### src/logic/mpwm_pkg.sv
package mpwm_pkg;
  // Channel count and internal duty/period width.
  localparam int NCH = 8;
  localparam int DW = 11;
  localparam int AW = 12;
  // Register indexes; the byte address is four times the index.
  localparam logic [7:0] IDX_CTRL0 = 8'h00;
  localparam logic [7:0] IDX_CTRL1 = 8'h01;
  localparam logic [7:0] IDX_PER = 8'h02;
  localparam logic [7:0] IDX_CC0 = 8'h10;
  localparam logic [7:0] IDX_CC7 = 8'h17;
  localparam logic [7:0] IDX_DC0 = 8'h20;
  localparam logic [7:0] IDX_DC7 = 8'h27;
  // Field positions.
  localparam int PRE_LSB = 5;
  localparam int FAST_BIT = 3;
  localparam int DITHER_ENABLE_BIT = 2;
  localparam int RECIRCULATION_SIDE_BIT = 7;
  localparam int OM_LSB = 6;
  localparam int AM_LSB = 4;
  localparam int CD_LSB = 0;
  localparam int SIGN_BIT = 15;
  localparam int FDUTY_LSB = 8;
  localparam int FDUTY_W = 7;
  localparam int FDUTY_SH = 2;
  // Prescaler terminal counts for divide by 1, 2, 4 and 8.
  localparam logic [2:0] PRE_MASK [4] = '{3'h0, 3'h1, 3'h3, 3'h7};

  typedef enum logic [1:0] {
    OM_HALF_M,
    OM_HALF_P,
    OM_FULL,
    OM_DUAL
  } omode_t;

  typedef enum logic [1:0] {
    AM_OFF,
    AM_LEFT,
    AM_RIGHT,
    AM_CENTER
  } amode_t;

  typedef struct packed {
    omode_t om;
    amode_t am;
    logic [1:0] cd;
  } cc_t;

  typedef struct packed {
    logic minus_out;
    logic minus_oe;
    logic plus_out;
    logic plus_oe;
  } pin_t;
endpackage

### src/logic/motor_pwm_core.sv
`timescale 1ns/1ps
// Notes on behaviour
// - Each period lasts the period count of prescaled timer clocks.
// - With dither, period bit 0 is ignored, reads zero; period is 2*D[10:1].
// - Period zero disables all channels after next overflow, pins released.
// - Period one with dither behaves as period zero.
// - Eight channel control registers, one per channel, consecutive.
// - Output mode bits 7:6: half minus, half plus, full, dual full.
// - Alignment bits 5:4: disabled, left, right, center.
// - Mode and alignment buffered; copied at once if all off or period zero, else at overflow.
// - Control and duty reads return last written values.
// - Delay bits 1:0 delay the output by that many timer clocks.
// - Disabling releases pins after next overflow without any delay.
// - Duty counts clocks driven low (high-side) or high (low-side).
// - Duty zero gives static high (high-side) or low (low-side).
// - Duty at or above period gives the opposite static level.
// - In fast mode duty writes clear the two top and bottom bits.
// - Resolution only changes register layout, not stored duty.
// - Sign and duty buffered; copied on zero period, off, or overflow.
// - Dual pair loads duty at overflow only after odd register write.
// - Sign picks the pwm pin in full modes, ignored in half modes.
// - Resolution bit clear gives 11-bit words, set gives 7-bit bytes.
// - Prescaler divides by 1, 2, 4, 8; change applies next period.
// - Dither bit enables dither when set.
module motor_pwm_core
  import mpwm_pkg::*;
(
  input wire logic clock,
  input wire logic rst_n,
  input wire logic ce,
  input wire logic [AW-1:0] paddr,
  input wire logic psel,
  input wire logic penable,
  input wire logic pwrite,
  input wire logic [31:0] pwdata,
  output logic [31:0] prdata,
  output logic pready,
  output logic pslverr,
  output pin_t [NCH-1:0] pins
);

  logic rs1_q;
  logic rst_ok_q;
  logic [1:0] pre_q;
  logic fast_q;
  logic dither_enable_q;
  logic recirculation_side_q;
  logic [DW-1:0] per_q;
  cc_t cc_q [NCH];
  logic [DW-1:0] duty_q [NCH];
  logic [NCH-1:0] sign_q;
  logic [NCH/2-1:0] pend_q;
  logic [7:0] idx;
  logic [2:0] ch;
  logic is_cc;
  logic is_dc;
  logic hit;
  logic wr;
  logic rvalid_q;
  logic [31:0] rdata_d;
  logic [31:0] prdata_q;
  logic [DW-1:0] per_eff;
  logic per_zero;
  logic [2:0] pcnt_q;
  logic [1:0] pre_w_q;
  logic tick;
  logic [DW-1:0] cnt_q;
  logic ovf;
  logic pz_q;
  omode_t wom_q [NCH];
  amode_t wam_q [NCH];
  logic [NCH-1:0] en;
  logic all_off;

  // Reset is released through two flops so all state leaves reset together.
  always_ff @(posedge clock or negedge rst_n) begin
    if (!rst_n) begin
      rs1_q <= 1'b0;
      rst_ok_q <= 1'b0;
    end else begin
      rs1_q <= 1'b1;
      rst_ok_q <= rs1_q;
    end
  end

  // Address decode; unmapped or misaligned addresses answer with an error.
  assign idx = paddr[9:2];
  assign ch = idx[2:0];
  assign is_cc = idx >= IDX_CC0 && idx <= IDX_CC7;
  assign is_dc = idx >= IDX_DC0 && idx <= IDX_DC7;
  assign hit = paddr[1:0] == '0 && paddr[AW-1:10] == '0 &&
    (idx == IDX_CTRL0 || idx == IDX_CTRL1 || idx == IDX_PER || is_cc ||
     is_dc);
  assign pready = ce && psel && penable && rvalid_q;
  assign pslverr = pready && !hit;
  assign wr = pready && pwrite && hit;
  assign prdata = prdata_q;

  // Read data is captured before the access edge, so a frozen clock
  // enable simply adds wait states instead of returning stale data.
  always_ff @(posedge clock or negedge rst_ok_q) begin
    if (!rst_ok_q) begin
      rvalid_q <= 1'b0;
      prdata_q <= '0;
    end else if (ce) begin
      rvalid_q <= psel && !pready;
      if (psel) begin
        prdata_q <= rdata_d;
      end
    end
  end

  // Read multiplexer; stored values come back, not the working copies.
  always_comb begin
    rdata_d = '0;
    if (hit) begin
      if (idx == IDX_CTRL0) begin
        rdata_d[PRE_LSB+:2] = pre_q;
        rdata_d[FAST_BIT] = fast_q;
        rdata_d[DITHER_ENABLE_BIT] = dither_enable_q;
      end else if (idx == IDX_CTRL1) begin
        rdata_d[RECIRCULATION_SIDE_BIT] = recirculation_side_q;
      end else if (idx == IDX_PER) begin
        rdata_d[DW-1:0] = per_q;
        rdata_d[0] = per_q[0] && !dither_enable_q;
      end else if (is_cc) begin
        rdata_d[OM_LSB+:2] = cc_q[ch].om;
        rdata_d[AM_LSB+:2] = cc_q[ch].am;
        rdata_d[CD_LSB+:2] = cc_q[ch].cd;
      end else begin
        rdata_d[SIGN_BIT] = sign_q[ch];
        if (fast_q) begin
          rdata_d[FDUTY_LSB+:FDUTY_W] =
            duty_q[ch][FDUTY_SH+:FDUTY_W];
        end else begin
          rdata_d[DW-1:0] = duty_q[ch];
        end
      end
    end
  end

  // Global control and period registers.
  always_ff @(posedge clock or negedge rst_ok_q) begin
    if (!rst_ok_q) begin
      pre_q <= '0;
      fast_q <= 1'b0;
      dither_enable_q <= 1'b0;
      recirculation_side_q <= 1'b0;
      per_q <= '0;
    end else if (wr) begin
      if (idx == IDX_CTRL0) begin
        pre_q <= pwdata[PRE_LSB+:2];
        fast_q <= pwdata[FAST_BIT];
        dither_enable_q <= pwdata[DITHER_ENABLE_BIT];
      end
      if (idx == IDX_CTRL1) begin
        recirculation_side_q <= pwdata[RECIRCULATION_SIDE_BIT];
      end
      if (idx == IDX_PER) begin
        per_q <= pwdata[DW-1:0];
      end
    end
  end

  // Channel control and duty registers. In fast mode only the high byte
  // carries duty, so the bits it cannot reach are forced to zero.
  always_ff @(posedge clock or negedge rst_ok_q) begin
    if (!rst_ok_q) begin
      cc_q <= '{default: '0};
      duty_q <= '{default: '0};
      sign_q <= '0;
    end else if (wr) begin
      if (is_cc) begin
        cc_q[ch] <= cc_t'({pwdata[OM_LSB+:2], pwdata[AM_LSB+:2],
                           pwdata[CD_LSB+:2]});
      end
      if (is_dc) begin
        sign_q[ch] <= pwdata[SIGN_BIT];
        if (fast_q) begin
          duty_q[ch] <= {2'h0, pwdata[FDUTY_LSB+:FDUTY_W], 2'h0};
        end else begin
          duty_q[ch] <= pwdata[DW-1:0];
        end
      end
    end
  end

  // A write to the odd register of a pair arms its dual-mode update; a
  // write landing on the overflow cycle re-arms so it is not lost.
  always_ff @(posedge clock or negedge rst_ok_q) begin
    if (!rst_ok_q) begin
      pend_q <= '0;
    end else if (ce) begin
      for (int p = 0; p < NCH / 2; p++) begin
        if (wr && is_dc && ch[2:1] == 2'(p) && ch[0]) begin
          pend_q[p] <= 1'b1;
        end else if (ovf) begin
          pend_q[p] <= 1'b0;
        end
      end
    end
  end

  // Effective period; dither with period one collapses to zero.
  assign per_eff = dither_enable_q ? {per_q[DW-1:1], 1'b0} : per_q;
  assign per_zero = per_eff == '0;

  // Prescaler and timer counter. The divider in use is only swapped at an
  // overflow, so a period never mixes two timer clock rates.
  assign tick = pcnt_q == PRE_MASK[pre_w_q];
  assign ovf = tick && (per_zero || cnt_q >= per_eff - 1'b1);

  always_ff @(posedge clock or negedge rst_ok_q) begin
    if (!rst_ok_q) begin
      pcnt_q <= '0;
      pre_w_q <= '0;
      cnt_q <= '0;
      pz_q <= 1'b1;
    end else if (ce) begin
      pcnt_q <= tick ? '0 : pcnt_q + 1'b1;
      if (ovf) begin
        cnt_q <= '0;
        pre_w_q <= pre_q;
        pz_q <= per_zero;
      end else if (tick) begin
        cnt_q <= cnt_q + 1'b1;
      end
    end
  end

  // Working mode and alignment: copied at once while nothing runs or the
  // period is zero, otherwise only on the period boundary.
  assign all_off = en == '0;

  always_ff @(posedge clock or negedge rst_ok_q) begin
    if (!rst_ok_q) begin
      wom_q <= '{default: OM_HALF_M};
      wam_q <= '{default: AM_OFF};
    end else if (ce && (all_off || per_zero || ovf)) begin
      for (int k = 0; k < NCH; k++) begin
        wom_q[k] <= cc_q[k].om;
        wam_q[k] <= cc_q[k].am;
      end
    end
  end

  // Per-channel working duty, waveform, delay line and pin drive.
  for (genvar k = 0; k < NCH; k++) begin : g_ch
    logic dual;
    logic load;
    logic [DW-1:0] wduty_q;
    logic wsign_q;
    logic [DW-1:0] lo;
    logic act;
    logic lvl;
    logic dl;
    logic [2:0] dly_q;
    logic on_plus;
    pin_t pin_d;

    assign en[k] = wam_q[k] != AM_OFF && !pz_q;
    assign dual = wom_q[k] == OM_DUAL && wom_q[k ^ 1] == OM_DUAL &&
      en[k] && en[k ^ 1];
    assign load = per_zero || cc_q[k].am == AM_OFF ||
      (ovf && (!dual || pend_q[k / 2]));

    always_ff @(posedge clock or negedge rst_ok_q) begin
      if (!rst_ok_q) begin
        wduty_q <= '0;
        wsign_q <= 1'b0;
      end else if (ce && load) begin
        wduty_q <= duty_q[k];
        wsign_q <= sign_q[k];
      end
    end

    // Active window of the waveform. Zero duty is tested first, since the
    // counter may still sit above a shortened period until it wraps.
    assign lo = DW'((per_eff - wduty_q) >> 1);
    always_comb begin
      act = 1'b0;
      if (wduty_q == '0) begin
        act = 1'b0;
      end else if (wduty_q >= per_eff) begin
        act = 1'b1;
      end else begin
        case (wam_q[k])
          AM_LEFT: act = cnt_q < wduty_q;
          AM_RIGHT: act = cnt_q >= per_eff - wduty_q;
          AM_CENTER: act = cnt_q >= lo && cnt_q < lo + wduty_q;
          default: act = 1'b0;
        endcase
      end
    end

    // Half bridges always pwm active low; full bridges follow the
    // recirculation side.
    assign lvl = (wom_q[k] == OM_HALF_M || wom_q[k] == OM_HALF_P) ?
      !act : (act ? recirculation_side_q : !recirculation_side_q);

    // Delay line stepped by timer ticks, tapped by the delay field.
    always_ff @(posedge clock or negedge rst_ok_q) begin
      if (!rst_ok_q) begin
        dly_q <= '0;
      end else if (ce && tick) begin
        dly_q <= {dly_q[1:0], lvl};
      end
    end
    assign dl = cc_q[k].cd == '0 ? lvl : dly_q[cc_q[k].cd - 2'h1];

    // Pin drive; a disabled channel releases both pins undelayed.
    assign on_plus = wsign_q ^ recirculation_side_q;
    always_comb begin
      pin_d = '0;
      if (en[k]) begin
        case (wom_q[k])
          OM_HALF_M: begin
            pin_d.minus_out = dl;
            pin_d.minus_oe = 1'b1;
          end
          OM_HALF_P: begin
            pin_d.plus_out = dl;
            pin_d.plus_oe = 1'b1;
          end
          default: begin
            pin_d.plus_out = on_plus ? dl : !recirculation_side_q;
            pin_d.minus_out = on_plus ? !recirculation_side_q : dl;
            pin_d.plus_oe = 1'b1;
            pin_d.minus_oe = 1'b1;
          end
        endcase
      end
    end

    always_ff @(posedge clock or negedge rst_ok_q) begin
      if (!rst_ok_q) begin
        pins[k] <= '0;
      end else if (ce) begin
        pins[k] <= pin_d;
      end
    end

  end
endmodule

### config.mk
export PLATFORM = sky130hd
export DESIGN_NAME = motor_pwm_core
export DESIGN_NICKNAME = d
export VERILOG_FILES = /design/src/logic/mpwm_pkg.sv /design/src/logic/motor_pwm_core.sv
export SDC_FILE = /design/constraint.sdc
export NUM_CORES = 1
export LEC_CHECK = 0
export ABC_AREA = 0
export BUFFER_PORTS_ARGS = -buffer_cell sky130_fd_sc_hd__buf_2
export CAP_MARGIN = 20
export CORE_AREA = 2 2 331 333
export DETAILED_ROUTE_END_ITERATION = 10
export DIE_AREA = 0 0 333 335
export PLACE_DENSITY = 0.43
export SYNTH_ARGS = -nofsm -noshare
export SYNTH_HDL_FRONTEND = slang
export SYNTH_SLANG_ARGS = --single-unit
export TNS_END_PERCENT = 20
### constraint.sdc
create_clock -name clock -period 12.15 [get_ports clock]
set_input_delay 2.43 -clock clock [delete_from_list [all_inputs] [get_ports clock]]
set_output_delay 2.43 -clock clock [all_outputs]
set_load 0.02 [all_outputs]
# Yosys cells after proc, flatten, opt, wreduce, memory -nomap -nowiden
# Cells that the tools add are included.
# W data, S select, Z words.
# op_classes
shift,0
bitwise_logic,10
n_reduce_logical,201
n_mux,153
div,0
n_lt_le_gt_ge,58
n_mul,0
addsub,27
eq_ne,46
# op_table
op,n
$ge A11 B11 Y1,17
$bwmux W88,2
$lt A11 B11 Y1,16
$logic_not A11 Y1,9
$add A10 B11 Y11,8
$ge A11 B10 Y1,8
$mux W88,1
$sub A11 B11 Y11,8
$logic_and A1 B1 Y1,78
$mux W1,74
$mux W11,6
$pmux W2 S2,16
$logic_not A2 Y1,27
$eq A2 B2 Y1 const B,26
$bwmux W48,1
$mux W4,10
$logic_or A1 B1 Y1,39
$eq A2 B1 Y1 const B,17
$bmux W11 S3,1
$demux W11 S3,1
$reduce_bool A2 Y1,13
$lt A2 B3 Y1 const B,8
$mux W8,3
$pmux W1 S3,8
36 further kinds,98
# totals
mem_bits_rw,0
reg_bits,384
elab_cells,617
rom_bits,0
mem_count,0
latchBits,0
inputBits,50

# Depth between registers and ports, before layout
# Gate-level depths: netlist (run 1).
# depth
depth_word,14
mapped_depth,27

# Worst setup path after synthesis (run 1)
# No wires, ideal clock.
# synth_timing
path_type,in2out
start,in paddr[5]
end,out pslverr
arrival_ns,3.635
required_ns,9.720
path_stages,4
path_slack_ns,6.085
n_path_buf,1
cell_sequence,or3_1 -> buf_2 -> a2111oi_2 -> nor3_1
# synth_via
elab_chain_cells,8
# synth_lines
element,line_no,source
from (decl),motor_pwm_core.sv:31,"input wire logic [AW-1:0] paddr,"
"parallel branches: the longest is 4 deep, another holds $ge A8 B5 Y1",-,
$logic_or A1 B1 Y1 *,motor_pwm_core.sv:92,(idx == IDX_CTRL0 || idx == IDX_CTRL1 || idx == IDX_PER || is_cc ||
$logic_and A1 B1 Y1 *,motor_pwm_core.sv:91,assign hit = paddr[1:0] == '0 && paddr[AW-1:10] == '0 &&
$logic_not A1 Y1 *,motor_pwm_core.sv:95,assign pslverr = pready && !hit;
$logic_and A1 B1 Y1 *,motor_pwm_core.sv:95,
to (decl),motor_pwm_core.sv:38,"output logic pslverr,"
# Every way passes the cells marked *.

# Final worst setup path (run 1)
# layout_timing
start,reg per_q[3]
end,reg pins[5] (netlist bit)
# layout_via
elab_chain_cells,13
# layout_lines
element,line_no,source
from (decl),motor_pwm_core.sv:48,logic [DW-1:0] per_q;
from (signal assigned),motor_pwm_core.sv:160,per_q <= pwdata[DW-1:0];
$sub A11 B11 Y11,"motor_pwm_core.sv:279, motor_pwm_core.sv:289",
$add A10 B11 Y11,motor_pwm_core.sv:290,AM_CENTER: act = cnt_q >= lo && cnt_q < lo + wduty_q;
$lt A11 B11 Y1,motor_pwm_core.sv:290,
$logic_and A1 B1 Y1,motor_pwm_core.sv:290,
$pmux W1 S3,motor_pwm_core.sv:287,case (wam_q[k])
$mux W1 *,motor_pwm_core.sv:284,end else if (wduty_q >= per_eff) begin
$mux W1 *,motor_pwm_core.sv:282,if (wduty_q == '0) begin
$mux W1 / $logic_not A1 Y1 (equally long branches),motor_pwm_core.sv:299,!act : (act ? recirculation_side_q : !recirculation_side_q);
$mux W1 *,motor_pwm_core.sv:298,assign lvl = (wom_q[k] == OM_HALF_M || wom_q[k] == OM_HALF_P) ?
$mux W1 *,motor_pwm_core.sv:309,assign dl = cc_q[k].cd == '0 ? lvl : dly_q[cc_q[k].cd - 2'h1];
$mux W1,motor_pwm_core.sv:326,pin_d.plus_out = on_plus ? dl : !recirculation_side_q;
$pmux W2 S2 *,motor_pwm_core.sv:316,case (wom_q[k])
$mux W4 *,motor_pwm_core.sv:315,if (en[k]) begin
"to (signal, indexed assignment)",motor_pwm_core.sv:339,pins[k] <= pin_d;
to (decl),motor_pwm_core.sv:39,output pin_t [NCH-1:0] pins
# Mark *: on every way between the ends. The rest lies on a longest branch, timed or not.
# A chain may end at the register's enable or synchronous reset.

==> results_dict.tcl, run 1 <==
set metrics [dict create \
    timing.setup.critical_path_class "reg2reg" \
    ff_latch_area_mm2 0.00963 \
    die_x_um 333 \
    fmaxAchievable_ghz 0.146 \
    cts.root.buffer_cell "clkbuf_16" \
    synth.cell_area_mm2 0.0322 \
    drive_gt1_share_pct 12.5 \
    yosysSeqAreaShare_pct 29.8 \
    power_frac_comb_pct 18.8 \
    cts_buffers 44 \
    worst_r2r_startpoint "per_q[3]" \
    setup_total_negative_slack_ns 0 \
    grt.overflow.total 0 \
    final_core_utilization_pct 33.2 \
    worstSetupEndpointType "flop" \
    maxSlewViolCount 0 \
    timing.critical_path.fanout_max 7 \
    crit_start "per_q[3]" \
    synth-main-ff-cell "dfrtp_1" \
    filler_cell_count 11400 \
    numClockSinks 384 \
    synth-edff-count 0 \
    post_drt_wl_per_cell_um 23.4 \
    dp.final_hpwl_mm 91.5 \
    power.ir.vdd_worst_mv 0.0941 \
    synth_cell_types 83 \
    layout-area-overhead-vs-synth_pct 11.4 \
    leakagePower_uw 0.0169 \
    clk_path_buf_depth 3 \
    clock_power_share_pct 41.6 \
    drt-total-wl_mm 119 \
    cp_num_buf_inv 1 \
    finalPower_uw 3350 \
    core-area_mm2 0.108 \
    finish.cell_count_without_fillers 5094 \
    worst_ep_required_time_ns 12.63 \
    period_needed_ns 6.85 \
    dieHeight_um 335 \
    largest_net_degree_at_the_start_of_global_routing 146 \
    multi_input_area_mm2 0.0210 \
    io_pins 116 \
    cellPowerDensity_mw_per_mm2 93.2 \
    synth.ff_latch_count 384 \
    wire_length_of_the_first_global_routing_pass_mm 175 \
    portBuffers 83 \
    synthArstFlopShare_pct 100 \
    die_area_mm2 0.112 \
    dominant_delay_contributor_by_cell_family_on_the_critical_path "compound AO/OA/AOI/OAI gates" \
    fin_skew_ns 0.0215 \
    place_inst 5012 \
    critical-path-max-stage-delay_ns 0.85 \
    ys_warn_count 0 \
    dr.pass1.iters 5 \
    syn-instance-count 3550 \
    r2r_slack_ns 5.30 \
    maxCapViolCount 0 \
    holdBufCountCts 0 \
    synth.top_cells.by_area "dfrtp_1, ha_1, mux2_2" \
    via_count_of_the_first_global_routing_pass 26200 \
    hold_path.startpoint "rs1_q" \
    period_share_pct 56.4 \
    crit_path_start_kind "flop" \
    cts-resized-gates 0 \
    drcViolationCount 0 \
    crit_slowest_cell "nor3b_1" \
    outcome "completed" \
    unrepaired_setup_endpoints_after_global_routing "no" \
    placement_rows 121 \
    power.sequential.fraction_pct 39.6 \
    timing.slew.headroom_pct 23.5 \
    clock_insertion_delay_worst_skew_ns 0.58 \
    power.switching_uw 987 \
    p_int_uw 2360 \
    antenna_found_initial 13 \
    max_slew.worst_pin.slew_ns 1.12 \
    total_nets_final 4229 \
    via_per_inst 5.27 \
    initialDrtViolationCount 2042 \
    p_sw_share_pct 29.5 \
    gp_routability_congestion 0.887 \
    worst_hold_slack_ns 0.348 \
    setup_viol 0 \
    global_route.usage.total_pct 21.1 \
    worstPathCellList "buf_4 -> ha_1 -> o21a_1 -> o31a_1 -> a21oi_1 -> ha_1 -> nor2b_1 -> o21ai_0 -> a21boi_0 -> o21ai_0 -> a21boi_0 -> o21a_1 -> o21a_1 -> or2_2 -> ha_1 -> a211oi_1 -> o21ai_0 -> o22ai_1 -> a21oi_1 -> a211oi_1 -> nor4_1 -> nor3b_1 -> nor2_1 -> o31ai_1" \
    arrival_ns 7.33 \
    cts.repair_timing.setup_buffer_count 0 \
    vias 26800 \
    number_of_hold_slack_violations_in_the_final_timing_report 0 \
    post-synth-top-area-fraction_pct 29.8 \
    cts_tree "yes" \
    synth_top_area_cell "dfrtp_1" \
    cts_htree_levels 2 \
    postRouteAntennaNets 0 \
    syn_avg_cell_area_um2 9.07 \
    cts.reportedPaths.clkPinSlew_ns 0.06 \
    hold_path_class "reg2reg" \
    start_util_pct 29.8 \
]
cell usage after synthesis, drive strengths merged (6+ instances only):
cell / instances
a2111oi: 12
a211o: 16
a211oi: 30
a21boi: 30
a21o: 89
a21oi: 165
a221oi: 15
a22o: 9
a22oi: 35
a311oi: 6
a31oi: 30
and2: 11
and3: 18
buf: 37
clkbuf: 64
dfrtp: 383
fa: 16
ha: 518
inv: 309
mux2: 203
mux2i: 28
nand2: 314
nand2b: 69
nand3: 75
nand4: 50
nand4b: 6
nor2: 168
nor2b: 53
nor3: 61
nor3b: 10
nor4: 30
o2111ai: 12
o211ai: 20
o21a: 30
o21ai: 339
o21bai: 13
o221ai: 6
o22ai: 30
o31a: 8
o31ai: 10
or2: 25
or3: 16
xnor2: 64
xor2: 48
worst register-to-register path, delay by kind of cell (launching register included):
family / cells / cell delay, ns
AOI/OAI and AO/OA: 15 / 3.08
buffers and inverters: 1 / 0.41
DFF: 1 / 0.82
and+or+nand+nor: 5 / 1.50
adders and majority gates: 3 / 0.93
state kept, by name (all words and copies together) (netlist names):
register / flops
sign_q: 8
pz_q: 1
rst_ok_q: 1
pins: 32
wam_q: 16
pcnt_q: 3
cc_q: 48
dither_enable_q: 1
g_ch.wduty_q: 88
prdata: 16
g_ch.dly_q: 24
fast_q: 1
cnt_q: 11
wom_q: 16
duty_q: 88
rvalid_q: 1
recirculation_side_q: 1
per_q: 11
g_ch.wsign_q: 8
pre_q: 2
rs1_q: 1
pend_q: 4
pre_w_q: 2
through the flow:
stage | worst slack [ns] | cell area, µm²
finish | 5.30 | 35900
global route | 4.75 | 35900
detailed placement | 5.43 | 34400
CTS | 5.39 | 35900
floorplan | 0.657 | 32300
global placement | 5.42 | 34400
area by class of cell:
cell class | count | area share, %
antenna | 2 | 0.0139
clock buffer | 63 | 3.52
clock inverter | 16 | 0.600
inverter | 309 | 3.23
multi-input combinational | 2771 | 58.6
sequential | 384 | 26.8
tap | 1414 | 4.93
timing repair buffer | 135 | 2.28
cells in the final DEF (no fill, tap or decap), drive strengths merged, types with 15 or more instances in the layout:
cell    instances
nand3          75
a22oi          35
mux2          203
xnor2          64
ha            518
and3           18
clkbuf         63
inv           308
nand4          50
nor4           30
nor2          168
a211oi         30
nor2b          53
nand2         314
a211o          16
mux2i          28
a21boi         30
or3            16
o211ai         20
fa             16
dfrtp         383
a221oi         15
o21ai         339
a21oi         165
nand2b         69
xor2           48
o21a           30
a31oi          30
nor3           61
a21o           89
o22ai          30
or2            25
buf           135
conb           17
routing by layer:
metal | part of all wire [%] | global-route usage (%) | routed length, µm | vias to the layer above
li1 | - | - | - | 13100
met1 | 46 | 28.8 | 54400 | 12800
met2 | 45 | 34.3 | 54100 | 745
met3 | 5.9 | 3.15 | 6990 | 165
met4 | 3.1 | 6.49 | 3680 | 6
met5 | 0.037 | 0 | 44 | -
power groups by stage:
stage	registers [µW]	logic, µW	clock network, µW
after floorplan	1350	399	0
after detailed placement	1350	631	0
after global routing	1330	707	1470
after CTS	1320	636	1420
final	1320	630	1390
after global placement	1350	636	0
cells by family (layout without fill, tap and decap cells):
family | Yosys count | in the layout | synth area share [%]
AOI/OAI and AO/OA | 949 | 949 | 18.7
and+or+nand+nor | 924 | 924 | 14.0
adders and majority gates | 536 | 536 | 21.2
buffers and inverters | 410 | 523 | 5.09
DFF | 384 | 384 | 29.8
muxes | 233 | 233 | 8.11
xor gates and xnor gates | 112 | 112 | 3.05
other | 2 | 19 | 0.0233
worst paths after layout:
check | end | depth (start not counted)
min | rst_ok_q | 0
max reg2reg | pins[5] | 24
max in group asynchronous | g_ch[6].dly_q[1] | 2
min reg2reg | rst_ok_q | 0
max | pins[5] | 24
min in group asynchronous | pins[19] | 0
No activity file was read; power rests on OpenSTA's default activity.
==> inputs of run 2 (changes only) <==
- clock period: 12.15 -> 5.5 ns (I/O delays scaled with it)
==> run 2 against run 1 <==
  * Total power grew 120%
  * Via count grew 4.9%
  * Global-route usage up 0.67 points
  * Wire length rose by 3.6%
  * Maximum frequency rose by 25%
  * Final cell count up 5.2%
  * Clock power up 120%
  * Critical path type unchanged
  * Critical endpoint is now pins[19]
  * Combinational power grew 130%
==> results_dict.tcl, run 2 (synthesized netlist as in run 1, its figures left out) <==
set metrics [dict create \
    outcome "completed" \
    layout.cells.most_common "ha_1" \
    power.ir.vdd_worst_mv 0.220 \
    clk_path_buf_depth 3 \
    leakagePower_uw 0.0184 \
    io_pins 116 \
    clock_insertion_delay_worst_skew_ns 0.58 \
    registers_with_the_most_flip_flops "duty_q: 88 flops, g_ch.wduty_q: 88 flops, cc_q: 48 flops" \
    postRouteAntennaNets 0 \
    multi_input_area_mm2 0.0216 \
    cts_htree_levels 2 \
    die_x_um 333 \
    placement_rows 121 \
    max_slew.worst_pin.slew_ns 1.16 \
    crit_path_start_kind "flop" \
    period_needed_ns 5.50 \
    timing.critical_path.fanout_max 6 \
    die_area_mm2 0.112 \
    ff_latch_area_mm2 0.00963 \
    arrival_ns 5.95 \
    fin_skew_ns 0.0279 \
    core-area_mm2 0.108 \
    worst_ep_required_time_ns 5.95 \
    portBuffers 83 \
    cts.reportedPaths.clkPinSlew_ns 0.06 \
    maxSlewViolCount 0 \
    hold_path_class "reg2async" \
    dp.final_hpwl_mm 95.7 \
    final_cell_mix "ha_1, dfrtp_1, nand2_1, buf_4, inv_1" \
    number_of_hold_slack_violations_in_the_final_timing_report 0 \
    initialDrtViolationCount 2007 \
    global_route.usage.total_pct 21.8 \
    numClockSinks 384 \
    finalPower_uw 7390 \
    unrepaired_setup_endpoints_after_global_routing "yes" \
    gp_routability_congestion 0.905 \
    drt-total-wl_mm 124 \
    critical-path-max-stage-delay_ns 0.40 \
    cts.root.buffer_cell "clkbuf_16" \
    crit_path_frequent_cell "buf_4" \
    via_per_inst 5.25 \
    largest_net_degree_at_the_start_of_global_routing 128 \
    setup_viol 0 \
    cts_buffers 42 \
    wire_length_of_the_first_global_routing_pass_mm 183 \
    total_nets_final 4498 \
    holdBufCountCts 0 \
    fmaxAchievable_ghz 0.182 \
    crit_slowest_cell "dfrtp_1" \
    drcViolationCount 0 \
    timing.slew.headroom_pct 21.7 \
    cts_tree "yes" \
    maxCapViolCount 0 \
    cellPowerDensity_mw_per_mm2 192 \
    dr.pass1.iters 5 \
    timing.setup.critical_path_class "reg2reg" \
    period_share_pct 100 \
    antenna_found_initial 5 \
    vias 28100 \
    layout-area-overhead-vs-synth_pct 19.8 \
    setup_total_negative_slack_ns 0 \
    via_count_of_the_first_global_routing_pass 27200 \
    grt.overflow.total 0 \
    start_util_pct 29.8 \
    post_drt_wl_per_cell_um 23.1 \
    dieHeight_um 335 \
    worstSetupEndpointType "flop" \
    drive_gt1_share_pct 21.3 \
    filler_cell_count 11300 \
]
-- run 2: power breakdown --
part           switching (µW)  internal [µW]  leakage (µW)
Clock                    1230           1790      0.000702
Combinational             907            560        0.0124
Sequential               50.1           2850       0.00527
-- run 2: cell type report --
class,count,area share (%)
multi-input cells,2771,56.1
flip-flops and latches,384,25.0
repair buffers,406,7.64
well taps,1414,4.59
clock buffers,63,3.22
inverters,309,3.01
clock inverters,12,0.496
diodes,2,0.0130
-- run 2: path summary, 6_finish.rpt --
kind / from / slack [ns] / cells after the start / endpoint
min: rst_ok_q / 0.28 / 0 / pins[11]
max: dither_enable_q / 0.002 / 30 / pins[19]
max reg2reg: dither_enable_q / 0.002 / 30 / pins[19]
min reg2reg: rst_ok_q / 0.28 / 0 / pins[11]
min in group clock: rs1_q / 0.35 / 0 / rst_ok_q
max in group asynchronous: rst_ok_q / 4.04 / 1 / g_ch[7].dly_q[2]
-- run 2: layer usage --
metal,wire [µm],track usage (%)
met5,13,0
met4,3160,5.64
met3,5340,2.46
met2,55800,35.3
met1,59300,30.7
-- run 2: worst max-delay path: cells and delay by family (launching register included) --
kind,cells,cell delay [ns]
AOI/OAI and AO/OA,16,2.43
adders and majority gates,4,1.01
buffers and inverters,5,0.80
DFF,1,0.40
and+or+nand+nor,5,0.70
-- run 2: repair_timing --
action                     4_1_cts  5_1_grt
setup endpoints to repair       24       24
pin swaps                       66       65
resized for setup              122       81
setup buffers                   22        8
-- run 2: metrics by stage --
step | utilization [%] | cell area, µm² | hold WS, ns | instances | worst slack, ns
finish | 35.7 | 38600 | 0.285 | 5361 | 0.00150
CTS | 35.4 | 38200 | 0.263 | 5351 | -0.0103
global route | 35.7 | 38600 | 0.288 | 5359 | -0.367
global placement | 33.6 | 36300 | 0.314 | 5255 | -0.737
detailed placement | 33.6 | 36300 | 0.310 | 5255 | -0.753
floorplan | - | 32300 | 0.331 | 3565 | -0.139
